`src/include/ua_pkg.sv`:
```
// Summary of operation
// RL1: Writing one to modem control bit 0 drives the channel's terminal-ready output low.
// RL2: Terminal-ready returns high on writing zero to that bit, and after reset.
// RL3: Writing one to modem control bit 1 drives the request-to-send output low.
// RL4: Request-to-send is high after reset.
// RL5: Handshake outputs are software levels only; they never affect transmit or receive.
// RL6: A rising edge on the ring input raises an interrupt for that channel.
// RL7: Serial output is high during reset, when idle, and when the transmitter is off.
// RL8: The remote device keeps the receive line high in reset, idle or disabled.
// RL9: In loop-back the receive pin is ignored and transmit data feeds the receiver.
// RL10: In loop-back the serial output pin is cut off from the transmitter.
// RL11: Every transmitted character gets a start bit before and stop bits after.
// RL12: With parity on, a parity bit is sent and checked on receive.
// RL13: Each channel has a 16-entry byte buffer per direction.
// RL14: Four selectable receive fill thresholds raise a receive interrupt.
// RL15: Only a selected channel is reached; address bit picks channel A or B.
// RL16: Write direction stores data in the addressed register; read direction returns it.
// RL17: Divisor registers replace the low offsets while line control bit 7 is set.
// RL18: Each channel keeps independent control bits, buffers and modem signals.
package ua_pkg;
  localparam logic [7:0] UA_OFF_STAT = 8'h80;
  localparam logic [7:0] UA_OFF_MASK = 8'h84;
  localparam logic [2:0] UA_R_DATA = 3'h0;
  localparam logic [2:0] UA_R_IER = 3'h1;
  localparam logic [2:0] UA_R_ISR = 3'h2;
  localparam logic [2:0] UA_R_LCR = 3'h3;
  localparam logic [2:0] UA_R_MCR = 3'h4;
  localparam logic [2:0] UA_R_LSR = 3'h5;
  localparam logic [2:0] UA_R_MSR = 3'h6;
  localparam logic [2:0] UA_R_SPR = 3'h7;
  localparam int UA_MCR_DTR = 0;
  localparam int UA_MCR_RTS = 1;
  localparam int UA_MCR_LOOP = 4;
  localparam int UA_LCR_STB = 2;
  localparam int UA_LCR_PEN = 3;
  localparam int UA_LCR_EPS = 4;
  localparam int UA_LCR_DLAB = 7;
  localparam int UA_FCR_RXCLR = 1;
  localparam int UA_FCR_TXCLR = 2;
  localparam logic [7:0] UA_LCR_RST = 8'h03;
  localparam logic [7:0] UA_DLL_RST = 8'h01;
  localparam logic [4:0] UA_TRIG0 = 5'h01;
  localparam logic [4:0] UA_TRIG1 = 5'h04;
  localparam logic [4:0] UA_TRIG2 = 5'h08;
  localparam logic [4:0] UA_TRIG3 = 5'h0E;
  localparam logic [1:0] UA_RESP_OK = 2'h0;
  localparam logic [1:0] UA_RESP_ERR = 2'h2;
  typedef enum logic [2:0] {UA_IDLE, UA_START, UA_DATA, UA_PAR, UA_STOP} ua_ser_state_type;
endpackage

```
`src/rtl/ua_top.sv`:
```
`timescale 1ns/10ps
module ua_top #(
  parameter int FIFO_DEPTH = 16
)(
  input wire logic clk_sys,
  input wire logic sys_rst,
  input wire logic [7:0] s_axi_awaddr,
  input wire logic s_axi_awvalid,
  output logic s_axi_awready,
  input wire logic [31:0] s_axi_wdata,
  input wire logic [3:0] s_axi_wstrb,
  input wire logic s_axi_wvalid,
  output logic s_axi_wready,
  output logic [1:0] s_axi_bresp,
  output logic s_axi_bvalid,
  input wire logic s_axi_bready,
  input wire logic [7:0] s_axi_araddr,
  input wire logic s_axi_arvalid,
  output logic s_axi_arready,
  output logic [31:0] s_axi_rdata,
  output logic [1:0] s_axi_rresp,
  output logic s_axi_rvalid,
  input wire logic s_axi_rready,
  input wire logic serial_in_a,
  input wire logic serial_in_b,
  input wire logic ring_in_a_n,
  input wire logic ring_in_b_n,
  output logic serial_out_a,
  output logic serial_out_b,
  output logic dtr_a_n,
  output logic dtr_b_n,
  output logic rts_a_n,
  output logic rts_b_n,
  output logic irq
);
  localparam int AW = $clog2(FIFO_DEPTH);

  function automatic logic ua_chan_hit(input logic [7:0] a);
    return a[7:6] == 2'b00;
  endfunction

  logic awready_ff, wready_ff, bvalid_ff, arready_ff, rvalid_ff, ws_ff, irq_ff;
  logic [1:0] bresp_ff, rresp_ff;
  logic [31:0] rdata_ff, rd_val;
  logic [7:0] aw_ff, wd_ff;
  logic [5:0] stat_ff, mask_ff, ch_set, nxt_clr;
  logic rd_err, wr_go, rd_go;
  logic [1:0] wr_ch, rx_pop, ch_pin, ch_dtr_n, ch_rts_n;
  logic [7:0] ch_lcr [2];
  logic [7:0] ch_mcr [2];
  logic [7:0] ch_spr [2];
  logic [7:0] ch_dll [2];
  logic [7:0] ch_dlm [2];
  logic [7:0] ch_lsr [2];
  logic [7:0] ch_rxd [2];
  logic [1:0] sin_w, ring_w;

  assign sin_w = {serial_in_b, serial_in_a};
  assign ring_w = {ring_in_b_n, ring_in_a_n};
  assign wr_go = !awready_ff && !wready_ff && !bvalid_ff;
  assign rd_go = s_axi_arvalid && arready_ff;

  // Write address and data are taken independently; the write acts once both are held.
  always_ff @(posedge clk_sys or posedge sys_rst)
  begin
    if (sys_rst)
    begin
      awready_ff <= 1'b1;
      wready_ff <= 1'b1;
      bvalid_ff <= 1'b0;
      bresp_ff <= ua_pkg::UA_RESP_OK;
      aw_ff <= 8'h00;
      wd_ff <= 8'h00;
      ws_ff <= 1'b0;
    end
    else
    begin
      if (s_axi_awvalid && awready_ff)
      begin
        aw_ff <= s_axi_awaddr;
        awready_ff <= 1'b0;
      end
      if (s_axi_wvalid && wready_ff)
      begin
        wd_ff <= s_axi_wdata[7:0];
        ws_ff <= s_axi_wstrb[0];
        wready_ff <= 1'b0;
      end
      if (wr_go)
      begin
        bvalid_ff <= 1'b1;
        bresp_ff <= (ua_chan_hit(aw_ff) || aw_ff == ua_pkg::UA_OFF_STAT
                     || aw_ff == ua_pkg::UA_OFF_MASK) ? ua_pkg::UA_RESP_OK : ua_pkg::UA_RESP_ERR;
      end
      else if (bvalid_ff && s_axi_bready)
      begin
        bvalid_ff <= 1'b0;
        awready_ff <= 1'b1;
        wready_ff <= 1'b1;
      end
    end
  end

  always_comb
  begin
    rd_val = 32'h0000_0000;
    rd_err = 1'b0;
    if (ua_chan_hit(s_axi_araddr)) // RL15
    begin
      case (s_axi_araddr[4:2]) // RL16
        ua_pkg::UA_R_DATA: rd_val[7:0] = ch_lcr[s_axi_araddr[5]][ua_pkg::UA_LCR_DLAB]
                             ? ch_dll[s_axi_araddr[5]] : ch_rxd[s_axi_araddr[5]]; // RL17
        ua_pkg::UA_R_IER: rd_val[7:0] = ch_lcr[s_axi_araddr[5]][ua_pkg::UA_LCR_DLAB]
                            ? ch_dlm[s_axi_araddr[5]] : 8'h00;
        ua_pkg::UA_R_ISR: rd_val[2:0] = s_axi_araddr[5] ? stat_ff[5:3] : stat_ff[2:0];
        ua_pkg::UA_R_LCR: rd_val[7:0] = ch_lcr[s_axi_araddr[5]];
        ua_pkg::UA_R_MCR: rd_val[7:0] = ch_mcr[s_axi_araddr[5]];
        ua_pkg::UA_R_LSR: rd_val[7:0] = ch_lsr[s_axi_araddr[5]];
        ua_pkg::UA_R_MSR: rd_val[6] = !ring_w[s_axi_araddr[5]];
        ua_pkg::UA_R_SPR: rd_val[7:0] = ch_spr[s_axi_araddr[5]];
        default: rd_val = 32'h0000_0000;
      endcase
    end
    else if (s_axi_araddr == ua_pkg::UA_OFF_STAT)
      rd_val[5:0] = stat_ff;
    else if (s_axi_araddr == ua_pkg::UA_OFF_MASK)
      rd_val[5:0] = mask_ff;
    else
      rd_err = 1'b1;
  end

  always_ff @(posedge clk_sys or posedge sys_rst)
  begin
    if (sys_rst)
    begin
      arready_ff <= 1'b1;
      rvalid_ff <= 1'b0;
      rdata_ff <= 32'h0000_0000;
      rresp_ff <= ua_pkg::UA_RESP_OK;
    end
    else if (rd_go)
    begin
      arready_ff <= 1'b0;
      rvalid_ff <= 1'b1;
      rdata_ff <= rd_val;
      rresp_ff <= rd_err ? ua_pkg::UA_RESP_ERR : ua_pkg::UA_RESP_OK;
    end
    else if (rvalid_ff && s_axi_rready)
    begin
      rvalid_ff <= 1'b0;
      arready_ff <= 1'b1;
    end
  end

  // Sticky status: a set in the same cycle as its clear wins.
  assign nxt_clr = (wr_go && ws_ff && aw_ff == ua_pkg::UA_OFF_STAT) ? wd_ff[5:0] : 6'h00;
  always_ff @(posedge clk_sys or posedge sys_rst)
  begin
    if (sys_rst)
    begin
      stat_ff <= 6'h00;
      mask_ff <= 6'h00;
      irq_ff <= 1'b0;
    end
    else
    begin
      stat_ff <= (stat_ff & ~nxt_clr) | ch_set;
      if (wr_go && ws_ff && aw_ff == ua_pkg::UA_OFF_MASK)
        mask_ff <= wd_ff[5:0];
      irq_ff <= |(stat_ff & mask_ff);
    end
  end

  for (genvar c = 0; c < 2; c++)
  begin : g_ch
    logic [7:0] lcr_ff, mcr_ff, spr_ff, dll_ff, dlm_ff, tsh_ff, rsh_ff, dmask, rx_al;
    logic [1:0] trig_ff;
    logic dtr_n_ff, rts_n_ff, pin_ff, txd_ff, tpar_ff, stop2_ff, perr_ff, ring_q_ff;
    logic [7:0] txm [FIFO_DEPTH];
    logic [8:0] rxm [FIFO_DEPTH];
    logic [AW-1:0] twp_ff, trp_ff, rwp_ff, rrp_ff;
    logic [AW:0] tcnt_ff, rcnt_ff;
    logic [15:0] div, tb_ff, rb_ff;
    logic [2:0] tn_ff, rn_ff, last;
    logic [4:0] trig_lvl;
    ua_pkg::ua_ser_state_type tst_ff, rst_ff;
    logic wr, dlab, tpush, tpop, rpush, rxl;

    assign wr = wr_ch[c];
    assign dlab = lcr_ff[ua_pkg::UA_LCR_DLAB];
    assign div = ({dlm_ff, dll_ff} == 16'h0000) ? 16'h0001 : {dlm_ff, dll_ff};
    assign last = {1'b1, lcr_ff[1:0]};
    assign dmask = 8'hFF >> (2'h3 - lcr_ff[1:0]);
    assign rx_al = rsh_ff >> (2'h3 - lcr_ff[1:0]);
    assign tpush = wr && aw_ff[4:2] == ua_pkg::UA_R_DATA && !dlab
                   && tcnt_ff != (AW+1)'(FIFO_DEPTH); // RL13
    assign tpop = tst_ff == ua_pkg::UA_IDLE && tcnt_ff != '0;
    assign rpush = rst_ff == ua_pkg::UA_STOP && rb_ff == 16'h0000
                   && rcnt_ff != (AW+1)'(FIFO_DEPTH); // RL13
    assign rxl = mcr_ff[ua_pkg::UA_MCR_LOOP] ? txd_ff : sin_w[c]; // RL9
    assign wr_ch[c] = wr_go && ws_ff && ua_chan_hit(aw_ff) && aw_ff[5] == 1'(c); // RL15 RL18
    assign rx_pop[c] = rd_go && ua_chan_hit(s_axi_araddr) && s_axi_araddr[5] == 1'(c)
                       && s_axi_araddr[4:2] == ua_pkg::UA_R_DATA && !dlab;
    always_comb
    begin
      case (trig_ff) // RL14
        2'h0: trig_lvl = ua_pkg::UA_TRIG0;
        2'h1: trig_lvl = ua_pkg::UA_TRIG1;
        2'h2: trig_lvl = ua_pkg::UA_TRIG2;
        default: trig_lvl = ua_pkg::UA_TRIG3;
      endcase
    end
    assign ch_set[3*c] = ring_w[c] && !ring_q_ff; // RL6
    assign ch_set[3*c+1] = 5'(rcnt_ff) >= trig_lvl; // RL14
    assign ch_set[3*c+2] = rpush && perr_ff; // RL12
    assign ch_lcr[c] = lcr_ff;
    assign ch_mcr[c] = mcr_ff;
    assign ch_spr[c] = spr_ff;
    assign ch_dll[c] = dll_ff;
    assign ch_dlm[c] = dlm_ff;
    assign ch_rxd[c] = rxm[rrp_ff][7:0];
    assign ch_lsr[c] = {1'b0, tcnt_ff == '0 && tst_ff == ua_pkg::UA_IDLE, tcnt_ff == '0,
                        2'b00, rcnt_ff != '0 && rxm[rrp_ff][8], 1'b0, rcnt_ff != '0};
    assign ch_pin[c] = pin_ff;
    assign ch_dtr_n[c] = dtr_n_ff;
    assign ch_rts_n[c] = rts_n_ff;

    always_ff @(posedge clk_sys or posedge sys_rst)
    begin
      if (sys_rst)
      begin
        lcr_ff <= ua_pkg::UA_LCR_RST;
        mcr_ff <= 8'h00;
        spr_ff <= 8'h00;
        dll_ff <= ua_pkg::UA_DLL_RST;
        dlm_ff <= 8'h00;
        trig_ff <= 2'h0;
        dtr_n_ff <= 1'b1; // RL2
        rts_n_ff <= 1'b1; // RL4
        ring_q_ff <= 1'b1;
      end
      else
      begin
        ring_q_ff <= ring_w[c];
        if (wr)
        begin
          case (aw_ff[4:2]) // RL16
            ua_pkg::UA_R_DATA: if (dlab) dll_ff <= wd_ff; // RL17
            ua_pkg::UA_R_IER: if (dlab) dlm_ff <= wd_ff; // RL17
            ua_pkg::UA_R_ISR: trig_ff <= wd_ff[7:6];
            ua_pkg::UA_R_LCR: lcr_ff <= wd_ff;
            ua_pkg::UA_R_MCR:
            begin
              mcr_ff <= wd_ff;
              dtr_n_ff <= !wd_ff[ua_pkg::UA_MCR_DTR]; // RL1 RL2 RL5
              rts_n_ff <= !wd_ff[ua_pkg::UA_MCR_RTS]; // RL3 RL5
            end
            ua_pkg::UA_R_SPR: spr_ff <= wd_ff;
            default: spr_ff <= spr_ff;
          endcase
        end
      end
    end

    always_ff @(posedge clk_sys)
    begin
      if (tpush)
        txm[twp_ff] <= wd_ff;
      if (rpush)
        rxm[rwp_ff] <= {perr_ff, rx_al};
    end

    always_ff @(posedge clk_sys or posedge sys_rst)
    begin
      if (sys_rst)
      begin
        twp_ff <= '0;
        trp_ff <= '0;
        tcnt_ff <= '0;
        rwp_ff <= '0;
        rrp_ff <= '0;
        rcnt_ff <= '0;
      end
      else
      begin
        if (wr && aw_ff[4:2] == ua_pkg::UA_R_ISR && wd_ff[ua_pkg::UA_FCR_TXCLR])
        begin
          trp_ff <= twp_ff;
          tcnt_ff <= '0;
        end
        else
        begin
          twp_ff <= twp_ff + AW'(tpush);
          trp_ff <= trp_ff + AW'(tpop);
          tcnt_ff <= tcnt_ff + (AW+1)'(tpush) - (AW+1)'(tpop);
        end
        if (wr && aw_ff[4:2] == ua_pkg::UA_R_ISR && wd_ff[ua_pkg::UA_FCR_RXCLR])
        begin
          rrp_ff <= rwp_ff;
          rcnt_ff <= '0;
        end
        else
        begin
          rwp_ff <= rwp_ff + AW'(rpush);
          rrp_ff <= rrp_ff + AW'(rx_pop[c] && rcnt_ff != '0);
          rcnt_ff <= rcnt_ff + (AW+1)'(rpush) - (AW+1)'(rx_pop[c] && rcnt_ff != '0);
        end
      end
    end

    // Transmitter: one bit per divisor count of system clocks.
    always_ff @(posedge clk_sys or posedge sys_rst)
    begin
      if (sys_rst)
      begin
        tst_ff <= ua_pkg::UA_IDLE;
        txd_ff <= 1'b1; // RL7
        pin_ff <= 1'b1; // RL7
        tb_ff <= 16'h0000;
        tsh_ff <= 8'h00;
        tn_ff <= 3'h0;
        tpar_ff <= 1'b0;
        stop2_ff <= 1'b0;
      end
      else
      begin
        pin_ff <= mcr_ff[ua_pkg::UA_MCR_LOOP] ? 1'b1 : txd_ff; // RL10
        if (tst_ff != ua_pkg::UA_IDLE && tb_ff != 16'h0000)
          tb_ff <= tb_ff - 16'h0001;
        else
        begin
          tb_ff <= div - 16'h0001;
          case (tst_ff)
            ua_pkg::UA_IDLE:
            begin
              txd_ff <= !tpop; // RL7 RL11
              if (tpop)
              begin
                tsh_ff <= txm[trp_ff] & dmask;
                tpar_ff <= ^(txm[trp_ff] & dmask) ^ !lcr_ff[ua_pkg::UA_LCR_EPS];
                tst_ff <= ua_pkg::UA_START;
              end
            end
            ua_pkg::UA_START:
            begin
              txd_ff <= tsh_ff[0];
              tn_ff <= 3'h0;
              tst_ff <= ua_pkg::UA_DATA;
            end
            ua_pkg::UA_DATA:
            begin
              if (tn_ff == last)
              begin
                txd_ff <= lcr_ff[ua_pkg::UA_LCR_PEN] ? tpar_ff : 1'b1; // RL12
                stop2_ff <= 1'b0;
                tst_ff <= lcr_ff[ua_pkg::UA_LCR_PEN] ? ua_pkg::UA_PAR : ua_pkg::UA_STOP;
              end
              else
              begin
                txd_ff <= tsh_ff[1];
                tsh_ff <= tsh_ff >> 1;
                tn_ff <= tn_ff + 3'h1;
              end
            end
            ua_pkg::UA_PAR:
            begin
              txd_ff <= 1'b1;
              tst_ff <= ua_pkg::UA_STOP;
            end
            ua_pkg::UA_STOP:
            begin
              stop2_ff <= 1'b1;
              if (!lcr_ff[ua_pkg::UA_LCR_STB] || stop2_ff) // RL11
                tst_ff <= ua_pkg::UA_IDLE;
            end
            default: tst_ff <= ua_pkg::UA_IDLE;
          endcase
        end
      end
    end

    // Receiver: checks the start bit at mid-bit, then samples once per bit.
    always_ff @(posedge clk_sys or posedge sys_rst)
    begin
      if (sys_rst)
      begin
        rst_ff <= ua_pkg::UA_IDLE;
        rb_ff <= 16'h0000;
        rsh_ff <= 8'h00;
        rn_ff <= 3'h0;
        perr_ff <= 1'b0;
      end
      else if (rst_ff == ua_pkg::UA_IDLE)
      begin
        perr_ff <= 1'b0;
        rb_ff <= div >> 1;
        if (!rxl)
          rst_ff <= ua_pkg::UA_START;
      end
      else if (rb_ff != 16'h0000)
        rb_ff <= rb_ff - 16'h0001;
      else
      begin
        rb_ff <= div - 16'h0001;
        case (rst_ff)
          ua_pkg::UA_START:
          begin
            rn_ff <= 3'h0;
            rst_ff <= rxl ? ua_pkg::UA_IDLE : ua_pkg::UA_DATA;
          end
          ua_pkg::UA_DATA:
          begin
            rsh_ff <= {rxl, rsh_ff[7:1]};
            rn_ff <= rn_ff + 3'h1;
            if (rn_ff == last)
              rst_ff <= lcr_ff[ua_pkg::UA_LCR_PEN] ? ua_pkg::UA_PAR : ua_pkg::UA_STOP;
          end
          ua_pkg::UA_PAR:
          begin
            perr_ff <= rxl != (^rx_al ^ !lcr_ff[ua_pkg::UA_LCR_EPS]); // RL12
            rst_ff <= ua_pkg::UA_STOP;
          end
          default: rst_ff <= ua_pkg::UA_IDLE;
        endcase
      end
    end
  end

  assign s_axi_awready = awready_ff;
  assign s_axi_wready = wready_ff;
  assign s_axi_bvalid = bvalid_ff;
  assign s_axi_bresp = bresp_ff;
  assign s_axi_arready = arready_ff;
  assign s_axi_rvalid = rvalid_ff;
  assign s_axi_rdata = rdata_ff;
  assign s_axi_rresp = rresp_ff;
  assign serial_out_a = ch_pin[0];
  assign serial_out_b = ch_pin[1];
  assign dtr_a_n = ch_dtr_n[0];
  assign dtr_b_n = ch_dtr_n[1];
  assign rts_a_n = ch_rts_n[0];
  assign rts_b_n = ch_rts_n[1];
  assign irq = irq_ff;
endmodule // ua_top

```
`config.mk`:
```
export PLATFORM = sky130hd
export DESIGN_NAME = ua_top
export DESIGN_NICKNAME = d
export VERILOG_FILES = /design/src/include/ua_pkg.sv /design/src/rtl/ua_top.sv
export SDC_FILE = /design/constraint.sdc
export NUM_CORES = 1
export LEC_CHECK = 0
export ABC_CLOCK_PERIOD_IN_PS = 11400
export BUFFER_PORTS_ARGS = -buffer_cell sky130_fd_sc_hd__buf_4
export CORE_UTILIZATION = 64
export CTS_BUF_LIST = sky130_fd_sc_hd__clkbuf_4
export DETAILED_ROUTE_END_ITERATION = 16
export MAX_ROUTING_LAYER = met4
export PLACE_DENSITY_LB_ADDON = 0.1
export SETUP_SLACK_MARGIN = 0.02
export SLEW_MARGIN = 20
export SYNTH_ARGS = -nofsm -noshare
export SYNTH_HDL_FRONTEND = slang
export SYNTH_SLANG_ARGS = --single-unit
export TNS_END_PERCENT = 100
```
`constraint.sdc`:
```
create_clock -name clk_sys -period 11.4 [get_ports clk_sys]
set_input_delay 1.14 -clock clk_sys [delete_from_list [all_inputs] [get_ports clk_sys]]
set_output_delay 1.14 -clock clk_sys [all_outputs]
set_load 0.02 [all_outputs]
```
---- Yosys cells after proc, flatten, opt, wreduce, memory -nomap -nowiden ----
Memories as Yosys holds them, arrays and structs flattened.
Cells that the tools add are included.
word-level totals
  register bits after elaboration ......... 343
  RAM bits ................................ 544
  input bits .............................. 63
  output and inout port bits .............. 48
  logic and storage cells ................. 468
  memories ................................ 4
cells by class
  add/sub/neg operators ................... 28
  magnitude comparators ................... 4
  eq/ne operators ......................... 60
  shifts and indexed selects .............. 4
  mux-type cells .......................... 132
  bitwise logic cells ..................... 19
  reduce and logical (&&, ||, !) cells .... 147
memory list
  name         words  bits a word  rd ports  clocked after memory_dff  wr ports  line           source
  g_ch[0].rxm  16     9            1         0                         1         ua_top.sv:180  logic [8:0] rxm [FIFO_DEPTH];
  g_ch[1].rxm  16     9            1         0                         1         ua_top.sv:180
  g_ch[0].txm  16     8            1         0                         1         ua_top.sv:179  logic [7:0] txm [FIFO_DEPTH];
  g_ch[1].txm  16     8            1         0                         1         ua_top.sv:179
operator list
  cell                     count
  $mux W8                  26
  $mux W16                 8
  $sub A16 B1 Y16 const B  6
  $logic_not A16 Y1        4
  $reduce_bool A16 Y1      4
  $mux W3                  19
  $logic_and A1 B1 Y1      50
  $reduce_and A3 Y1        16
  $mux W1                  41
  $eq A3 B2 Y1 const B     12
  $add A4 B1 Y4            8
  $eq A8 B8 Y1 const B     4
  $pmux W8 S2              2
  $reduce_xor A8 Y1        4
  $eq A3 B3 Y1 const B     10
  $pmux W3 S5              2
  $mux W6                  4
  $ne A2 B2 Y1 const B     12
  $pmux W3 S2              4
  $pmux W4 S3              2
  $reduce_and A2 Y1        12
  $reduce_bool A2 Y1       12
  $pmux W3 S7              1
  $add A5 B1 Y5            4
  other kinds (42)         127

---- Depth between registers and ports, before layout ----
Gate-level depths: netlist of run 1.
  depth after elaboration ................. 12
  depth in mapped cells ................... 17

---- Worst setup path before layout of run 1 ----
OpenSTA, ideal clock, no wires.
  path kind ............................... input to register
  start point ............................. in s_axi_araddr[5]
  end point ............................... reg g_ch[0].rcnt_ff[4]
  library setup time ...................... 129 ps
  arrival ................................. 3,926 ps
  slack ................................... 7,345 ps
  stages on the path ...................... 14
  cell sequence ........................... clkbuf_1 buf_1 clkbuf_1 clkbuf_1 nor4_1 ha_1 inv_1 ha_1 fa_1 a21oi_1 nor2_1 nor2_1 xnor2_1 nor2_1
on the way
  longest elaborated chain between the ends .. 7
RTL lines
  what                              line           source
  start, declared                   ua_top.sv:17   input wire logic [7:0] s_axi_araddr,
  $not A1 Y1                        ua_top.sv:202  assign rx_pop[c] = rd_go && ua_chan_hit(s_axi_araddr) && s_axi_araddr[5] == 1'(c)
  $logic_and A1 B1 Y1               ua_top.sv:202
  $logic_and A1 B1 Y1 (2 in a row)  ua_top.sv:203  && s_axi_araddr[4:2] == ua_pkg::UA_R_DATA && !dlab;
  $logic_and A1 B1 Y1               ua_top.sv:306  rcnt_ff <= rcnt_ff + (AW+1)'(rpush) - (AW+1)'(rx_pop[c] && rcnt_ff != '0);
  $sub A5 B1 Y5                     ua_top.sv:306
  $mux W5                           ua_top.sv:297  if (wr && aw_ff[4:2] == ua_pkg::UA_R_ISR && wd_ff[ua_pkg::UA_FCR_RXCLR])
  end signal, assigned              ua_top.sv:306
  end, declared                     ua_top.sv:182  logic [AW:0] tcnt_ff, rcnt_ff;
Every way passes these cells.
A chain may end at the register's enable or synchronous reset.

---- Final worst setup path of run 1 ----
  start point ............................. reg g_ch[0].rb_ff[0]
  end point ............................... mem g_ch[0].rxm[8][5], enable pin
on the way
  longest elaborated chain between the ends .. 5
RTL lines
  what                           line           source
  start, declared                ua_top.sv:183  logic [15:0] div, tb_ff, rb_ff;
  start signal, assigned         ua_top.sv:396  rb_ff <= div >> 1;
  start signal, assigned         ua_top.sv:401  rb_ff <= rb_ff - 16'h0001;
  start signal, assigned         ua_top.sv:404  rb_ff <= div - 16'h0001;
  $logic_not A16 Y1              ua_top.sv:198  assign rpush = rst_ff == ua_pkg::UA_STOP && rb_ff == 16'h0000
  $logic_and A1 B1 Y1            ua_top.sv:198
  $logic_and A1 B1 Y1            ua_top.sv:199  && rcnt_ff != (AW+1)'(FIFO_DEPTH);
  $mux W1                        ua_top.sv:269  if (rpush)
  $mux W1 (not written as such)  ua_top.sv:270  rxm[rwp_ff] <= {perr_ff, rx_al};
  end, declared                  ua_top.sv:180
Every way passes these cells.

==> summary.md, run 1 <==
| Metric | Value |
|---|---|
| CP endpoint kind | flip-flop |
| Max-Cap Viols | 0 |
| Synth Register Bits | 861 |
| Skew-Pair Late Insertion Delay | 1.03 ns |
| Total GRT Usage | slightly below 30% |
| Max Root-Sink Buffers | 3 |
| Die X | around 250 um |
| Netlist cell types | 86 |
| Starting Density | 64.6% |
| Layout cells sized above 1 | roughly 26% |
| CP max FO | 9 |
| Core box area | approximately 0.060 mm^2 |
| Final nets | 3075 |
| Setup violations, final | 0 |
| Postcts setup bufs | 0 |
| Final WL | 86900 um |
| CTS clock-pin slew for the worst setup and hold paths | roughly 0.070 ns |
| Reg2Reg Setup Slack | between 7 and 8 ns |
| Crit path required time | around 12 ns |
| CTS resizes | 0 |
| Clock Skew | roughly 0.066 ns |
| RSZ-0062 raised after global routing | no |
| Num Clock Sinks | roughly 860 |
| Vias post-DR | approximately 24000 |
| Row cnt | 90 |
| Via/cell ratio | 6.14 |
| Largest net degree at the start of global routing | 84 |
| First-pass GRT wire length | between 100000 and 150000 um |
| Synth warn | 0 |
| F_max | between 0.2 and 0.25 GHz |
| Final ANT Viol Nets | 0 |
| VDD IR-drop max | between 100 and 150 uV |
| Main flop type after synthesis | edfxtp_1 |
| Port Buffer Count | 57 |
| PwrDens | roughly 240 mW/mm^2 |
| Final hold slack | between 0.15 and 0.2 ns |
| DP Wirelength | 55700 um |
| TritonCTS clock tree | done |
| Post-Syn Area | 0.0389 mm^2 |
| Leakage power | between 15 and 20 nW |
| Min cycle time layout | approximately 4.1 ns |
| Period utilization | between 30% and 40% |
| Number of global-route vias before repair | 24300 |
| Max H-tree Level | 4 |
| Number of flops mapped to enable cells by yosys | approximately 540 |
| DRT Pass-1 Iters | 5 |
| Initial antenna violation count | 1 |
| Initial DRC count | 2029 |
| Post-layout util | between 70% and 80% |
| Sequential area share after synthesis | just over 60% |
| Grt total ovfl | 0 |
| Worst Setup Start Kind | flip-flop |
| Post-route DRC | 0 |
| Clk Tree Root Cell | clkbuf_4 |
| Average wire per cell in the routed design | between 20 and 25 um |
| Final Hold Viols | 0 |
| TritonCTS buffer count | ~210 |
| Area Overhead vs Synth | 10.1% |
| R2R cell count | 9 |
| Die H | between 200 and 250 um |
| Max-slew headroom | between 20% and 30% |
| I/O Pins | between 100 and 150 |
| Setup_tns | 0 ns |
| Actual slew at the worst max-slew pin | 1.16 ns |
| # hold bufs at CTS | 0 |
| Async S/R FF share, synth | around 37% |
| Mean Syn Cell Area | about 14 um^2 |
| Die footprint | between 0.06 and 0.07 mm^2 |
| Synth Instances | 2786 |
| Final Max Tran Viols | 0 |
| Tightest Hold Check Type | primary input to asynchronous set/reset pin |
| GPL Wtd Cong | slightly above 0.9 |
| Critical Path AT | 4.70 ns |
| Status | finished, final reports clean |
| Setup CP Type | flip-flop to flip-flop |
## critical path, cell delays in order, from the launching register on
cell and delay [ns]:
dfrtp_1 0.41, inv_1 0.07, ha_1 0.20, nor3b_1 0.38
nand3b_1 0.27, nor3_2 0.46, and4_1 0.47, inv_1 0.13
or3_1 0.40, nor2_1 0.91
## final timing paths
check,from,end
max in group asynchronous,sys_rst,g_ch[1].rrp_ff[0]$_DFF_PP0_
hold / removal,sys_rst,wd_ff[3]$_DFFE_PP0P_
setup / recovery,g_ch[0].rb_ff[0]$_DFF_PP0_,g_ch[0].rxm[8][5]$_DFFE_PP_
min in group clk_sys,s_axi_arvalid,s_axi_arready$_DFFE_PP1P_
setup reg to reg,g_ch[0].rb_ff[0]$_DFF_PP0_,g_ch[0].rxm[8][5]$_DFFE_PP_
hold reg to reg,rts_a_n$_DFFE_PP1P_,rts_a_n$_DFFE_PP1P_
## per-layer routing
layer	wire length [um]	part of all wire [%]	GRT usage, %
met1	37900	44	41.0
met2	41700	48	45.1
met3	5460	6.3	5.81
met4	1850	2.1	10.0
met5	0	0	-
## flip-flops by register name, indices dropped and copies added, names as in the netlist, 16 cells and up
signal       flops
g_ch.dlm_ff     16
g_ch.dll_ff     16
g_ch.rxm       288
g_ch.tb_ff      32
g_ch.rb_ff      32
g_ch.mcr_ff     16
g_ch.tsh_ff     16
g_ch.lcr_ff     16
g_ch.rsh_ff     16
g_ch.spr_ff     16
g_ch.txm       256
## where the power goes
| group | internal [mW] | switching (mW) |
|---|---|---|
| Sequential | 3.91 | 0.555 |
| Clock | 1.39 | 1.22 |
| Combinational | 1.36 | 1.70 |
## placed cells by master, fill, tap and decap left out, drive strengths merged, types with 52 or more instances in the layout
cell / instances
inv: 78
mux4: 130
o21ai: 104
ha: 60
xnor2: 89
buf: 97
edfxtp: 544
nor2: 224
nor3: 57
a21oi: 111
clkbuf: 330
clkinv: 52
nand2: 218
mux2i: 89
mux2: 150
dfrtp: 298
## cell type report
type	count	area [um^2]
multi-input combinational	1703	13700
sequential	861	24300
inverter	74	285
clock buffer	330	2480
fill	4006	17400
antenna	1	2.50
clock inverter	62	360
timing repair buffer	97	739
tap	782	978
## metrics by stage
stage	setup WS, ns	instance area (um^2)	instances	total power [mW]
2_1_floorplan	1.52	39000	2811	6.67
3_3_place_gp	6.99	40000	3517	7.42
3_5_place_dp	7.02	40000	3517	7.57
4_1_cts	7.26	42800	3909	10.2
5_1_grt	7.07	42900	3910	10.7
6_report	7.31	42900	3910	10.1
## Yosys cell counts (19+ instances only)
library cell	count	area (um^2)
nor2_1	224	841
xor2_1	45	394
xnor2_1	89	780
ha_1	60	751
a21oi_1	111	556
a221oi_1	32	280
nor3_1	54	270
nand2b_1	20	125
nor4_1	19	119
inv_1	70	263
buf_4	34	255
nand3_1	27	135
a211oi_1	19	143
o21ai_0	102	510
edfxtp_1	544	16300
mux2i_1	89	891
nand2_1	218	818
mux2_2	150	1690
mux4_2	130	2930
nor2b_1	21	131
dfrtp_1	298	7460
a22oi_1	27	203
dfstp_2	19	499
a21o_1	23	173
clkbuf_1	107	402
## cell families after synthesis
family,Yosys count,share of synthesized area [%]
flops,861,62.4
simple gates,701,8.60
mux,369,14.1
other cells,1,0.00963
compound gates,407,6.76
xor+xnor,136,3.13
buf+inv,247,2.84
fa+ha+maj,64,2.13
Note: power is estimated with default switching activity, not from simulation.
==> run 2: changes to the inputs <==
--- a/config.mk
+++ b/config.mk
@@ -5,9 +5,9 @@
 export SDC_FILE = /design/constraint.sdc
 export NUM_CORES = 1
 export LEC_CHECK = 0
-export ABC_CLOCK_PERIOD_IN_PS = 11400
+export ABC_CLOCK_PERIOD_IN_PS = 3300
 export BUFFER_PORTS_ARGS = -buffer_cell sky130_fd_sc_hd__buf_4
-export CORE_UTILIZATION = 64
+export CORE_UTILIZATION = 58
 export CTS_BUF_LIST = sky130_fd_sc_hd__clkbuf_4
 export DETAILED_ROUTE_END_ITERATION = 16
 export MAX_ROUTING_LAYER = met4
==> constraint.sdc (replaced) <==
create_clock -name clk_sys -period 3.3 [get_ports clk_sys]
set_input_delay 0.33 -clock clk_sys [delete_from_list [all_inputs] [get_ports clk_sys]]
set_output_delay 0.33 -clock clk_sys [all_outputs]
set_load 0.02 [all_outputs]
==> run 2 against run 1 <==
Net effect:
- power rose to 3.5 times the previous value
- the run now ends with design-rule violations, negative setup slack left
- sequential cell count unchanged
- critical endpoint is now g_ch[1].rcnt_ff[4]$_DFF_PP0_
- combinational power rose to 3.8 times the previous value
- highest routed layer unchanged
- clock-buffer cell count up 1
- sequential share of layout area down 2.6 points
- first-iteration DRC count down 0.64%
- maximum frequency up 24%
==> summary.md, run 2 (same netlist as run 1, synthesis figures left out) <==
| Metric | Value |
|---|---|
| DP Wirelength | 61800 um (+11%) |
| Setup violations, final | 1 (+1) |
| Biggest regs | g_ch.rxm x288, g_ch.txm x256 |
| Row cnt | 94 (+4.4%) |
| Sequential share of power | 43.0% (-1.0 points) |
| Worst Setup Start Kind | flip-flop |
| Internal power | 23.3 mW (+250%) |
| Final ANT Viol Nets | 0 (unchanged) |
| Final nets | 3319 (+7.9%) |
| Critical Path AT | 4.19 ns (-0.51 ns) |
| Max H-tree Level | 4 (unchanged) |
| Number of global-route vias before repair | 25500 (+4.8%) |
| F_max | 0.302 GHz (+24%) |
| Clk Tree Root Cell | clkbuf_4 |
| Skew-Pair Late Insertion Delay | 1.07 ns (+0.04 ns) |
| Post-Layout Inst Area | 0.0450 mm^2 (+4.8%) |
| DRT Pass-1 Iters | 13 (+8) |
| GPL Wtd Cong | 0.902 (-1.5%) |
| Via/cell ratio | 5.86 (-4.4%) |
| Final Hold Viols | 0 (unchanged) |
| Sw frac | 34.7% (+0.39 points) |
| Dpl cell area | 0.0414 mm^2 (+3.7%) |
| Setup WS post-layout | -0.0129 ns (-7.32 ns) |
| Period utilization | 100% (+64 points) |
| Crit-path cells | inv_1, ha_2, or4b_4, nand2b_4, or3_4, a211oi_4, inv_2, ha_4, inv_2, ha_4, fa_2, a21oi_2, nor2_1, nor2_1, xnor2_1, nor2_1 |
| Total GRT Usage | 28.8% (-1.0 points) |
| Area Overhead vs Synth | 15.4% |
| Total Power | 35.7 mW (+250%) |
| Post-route DRC | 2 (+2) |
| Tightest Hold Check Type | primary input to flip-flop |
| Max-slew headroom | 25.3% (+3.1 points) |
| Max Root-Sink Buffers | 3 (unchanged) |
| Actual slew at the worst max-slew pin | 1.12 ns (-0.0419 ns) |
| Grt total ovfl | 0 (unchanged) |
| Slowest-stage cell, CP | or4b_4 |
| Num Clock Sinks | 861 (unchanged) |
| CP max FO | 2 (-7) |
| Setup CP Type | flip-flop to flip-flop |
| CP top delay family | simple AND/OR/NAND/NOR gates |
| Leakage power | 18.1 nW (+6.8%) |
| Crit path required time | 4.18 ns (-7.83 ns) |
| Multi-input logic area | 0.0137 mm^2 (about the same) |
| Combinational share of power | 32.3% (+2.1 points) |
| Status | finished with violations |
| Slowest cell delay on critical path | 0.46 ns (-0.45 ns) |
| Fillers | 4781 (+19%) |
| Max-Cap Viols | 0 (unchanged) |
| Die H | 261 um (+5.0%) |
| Die footprint | 0.0682 mm^2 (+10%) |
| Initial antenna violation count | 4 (+3) |
| Setup_tns | -0.0129 ns (-0.0129 ns) |
| Min cycle time layout | 3.31 ns (-0.781 ns) |
| Starting Density | 58.9% (-5.7 points) |
| VDD IR-drop max | 382 uV (+220%) |
| PwrDens | 794 mW/mm^2 (+240%) |
| Die X | 261 um (+5.0%) |
| Final Max Tran Viols | 0 (unchanged) |
| Max FFs per register | 288 (unchanged) |
| Port Buffer Count | 57 (unchanged) |
| I/O Pins | 111 (unchanged) |
| Layout cells sized above 1 | 28.9% (+3.2 points) |
| Place WS | -0.0559 ns (-7.07 ns) |
| TritonCTS buffer count | 213 (+0.95%) |
| Largest register by flop count | g_ch.rxm |
| Final Non-Filler Cells | 4233 (+8.3%) |
| Most common cell after layout, fill and taps aside | edfxtp_1 |
| Largest net degree at the start of global routing | 132 (+57%) |
| Net Sw Power | 12.4 mW (+260%) |
| CP endpoint kind | flip-flop |
| CTS clock-pin slew for the worst setup and hold paths | 0.07 ns (about the same) |
| RSZ-0062 raised after global routing | yes |
| First-pass GRT wire length | 143000 um (+5.5%) |
| Worst path bufs/invs | 3 (+1) |
| Vias post-DR | 24800 (+3.5%) |
| Clock Skew | 0.0629 ns (-0.00288 ns) |
| Core box area | 0.0661 mm^2 (+9.7%) |
| TritonCTS clock tree | done |
| Failing checks | design-rule violations, negative setup slack |
| Average wire per cell in the routed design | 21.7 um (-2.3%) |
| Top cell by count, worst path | nor2_1 |
| Dpl cells | 3771 (+7.2%) |
| Initial DRC count | 2016 (-0.64%) |
| Clock share of power | 24.7% (-1.0 points) |
| Register Area | 0.0243 mm^2 (about the same) |
| Most frequent cells in the layout | 544 x edfxtp_1, 331 x clkbuf_4, 289 x dfrtp_1, 267 x buf_4, 223 x nor2_1 |
| Final WL | 91900 um (+5.7%) |
-- run 2: changes by cell type in the layout (fill, tap and decap cells not counted), sizes merged --
cell and delta:
buf +177, bufinv -3, clkbuf +1, clkinv -7
clkinvlp +2, diode +5, dlygate4sd3 +65, inv +1
-- run 2: what timing repair did --
item / in CTS / in global routing
gates resized for setup: 2 / 6
hold buffers: 65 / 0
pin swaps: 2 / 5
setup endpoints to repair: 2 / 5
buffers inserted: 0 / 5
hold endpoints to repair: 345 / 0
-- run 2: cell type report --
class                      instances  share of cell area [%]
tap                              864                    2.40
sequential                       861                    54.1
clock buffer                     331                    5.53
clock inverter                    55                   0.587
timing repair buffer             339                    6.22
antenna                            6                  0.0334
inverter                          74                   0.626
multi-input combinational       1703                    30.5
-- run 2: stage by stage --
step	hold slack [ns]	utilization (%)
2_1_floorplan	0.334	-
3_3_place_gp	0.379	62.7
3_5_place_dp	0.382	62.7
4_1_cts	0.00378	67.9
5_1_grt	0.0402	68.0
6_report	0.129	68.0
-- run 2: final timing paths --
check,from,endpoint,slack (ns),depth (start not counted)
setup / recovery,g_ch[1].rb_ff[1]$_DFF_PP0_,g_ch[1].rcnt_ff[4]$_DFF_PP0_,-0.01,16
hold / removal,s_axi_awaddr[3],aw_ff[3]$_DFFE_PP0P_,0.13,3
setup reg to reg,g_ch[1].rb_ff[1]$_DFF_PP0_,g_ch[1].rcnt_ff[4]$_DFF_PP0_,-0.01,16
hold reg to reg,g_ch[0].txd_ff$_DFFE_PP1P_,g_ch[0].txd_ff$_DFFE_PP1P_,0.48,2
max in group asynchronous,sys_rst,g_ch[1].rst_ff[0]$_DFFE_PP0P_,1.77,5
min in group asynchronous,sys_rst,g_ch[0].tst_ff[2]$_DFFE_PP0P_,0.44,4
-- run 2: layer usage --
layer  global-route usage [%]  wire, um  vias to the layer above
met5                        -         0                        -
met2                     43.4     43800                      814
met1                     39.6     40300                    12500
li1                         -         -                    11400
met4                     8.80      1830                        0
met3                     5.99      5890                      124
-- run 2: power groups by stage --
stage          clock network [mW]  logic (mW)  registers, mW
6_report                     8.82        11.5           15.3
5_1_grt                      9.59        12.7           15.5
4_1_cts                      9.05        11.5           15.3
3_5_place_dp                    0        11.3           15.5
3_3_place_gp                    0        11.0           15.4
2_1_floorplan                   0        8.25           14.8
-- run 2: worst reg2reg max path, cell delays in order (launching register included) --
cell and delay (ns):
dfrtp_1 0.39, inv_1 0.06, ha_2 0.16, or4b_4 0.46, nand2b_4 0.15, or3_4 0.35
a211oi_4 0.19, inv_2 0.08, ha_4 0.27, inv_2 0.04, ha_4 0.15, fa_2 0.36
a21oi_2 0.13, nor2_1 0.05, nor2_1 0.13, xnor2_1 0.13, nor2_1 0.05
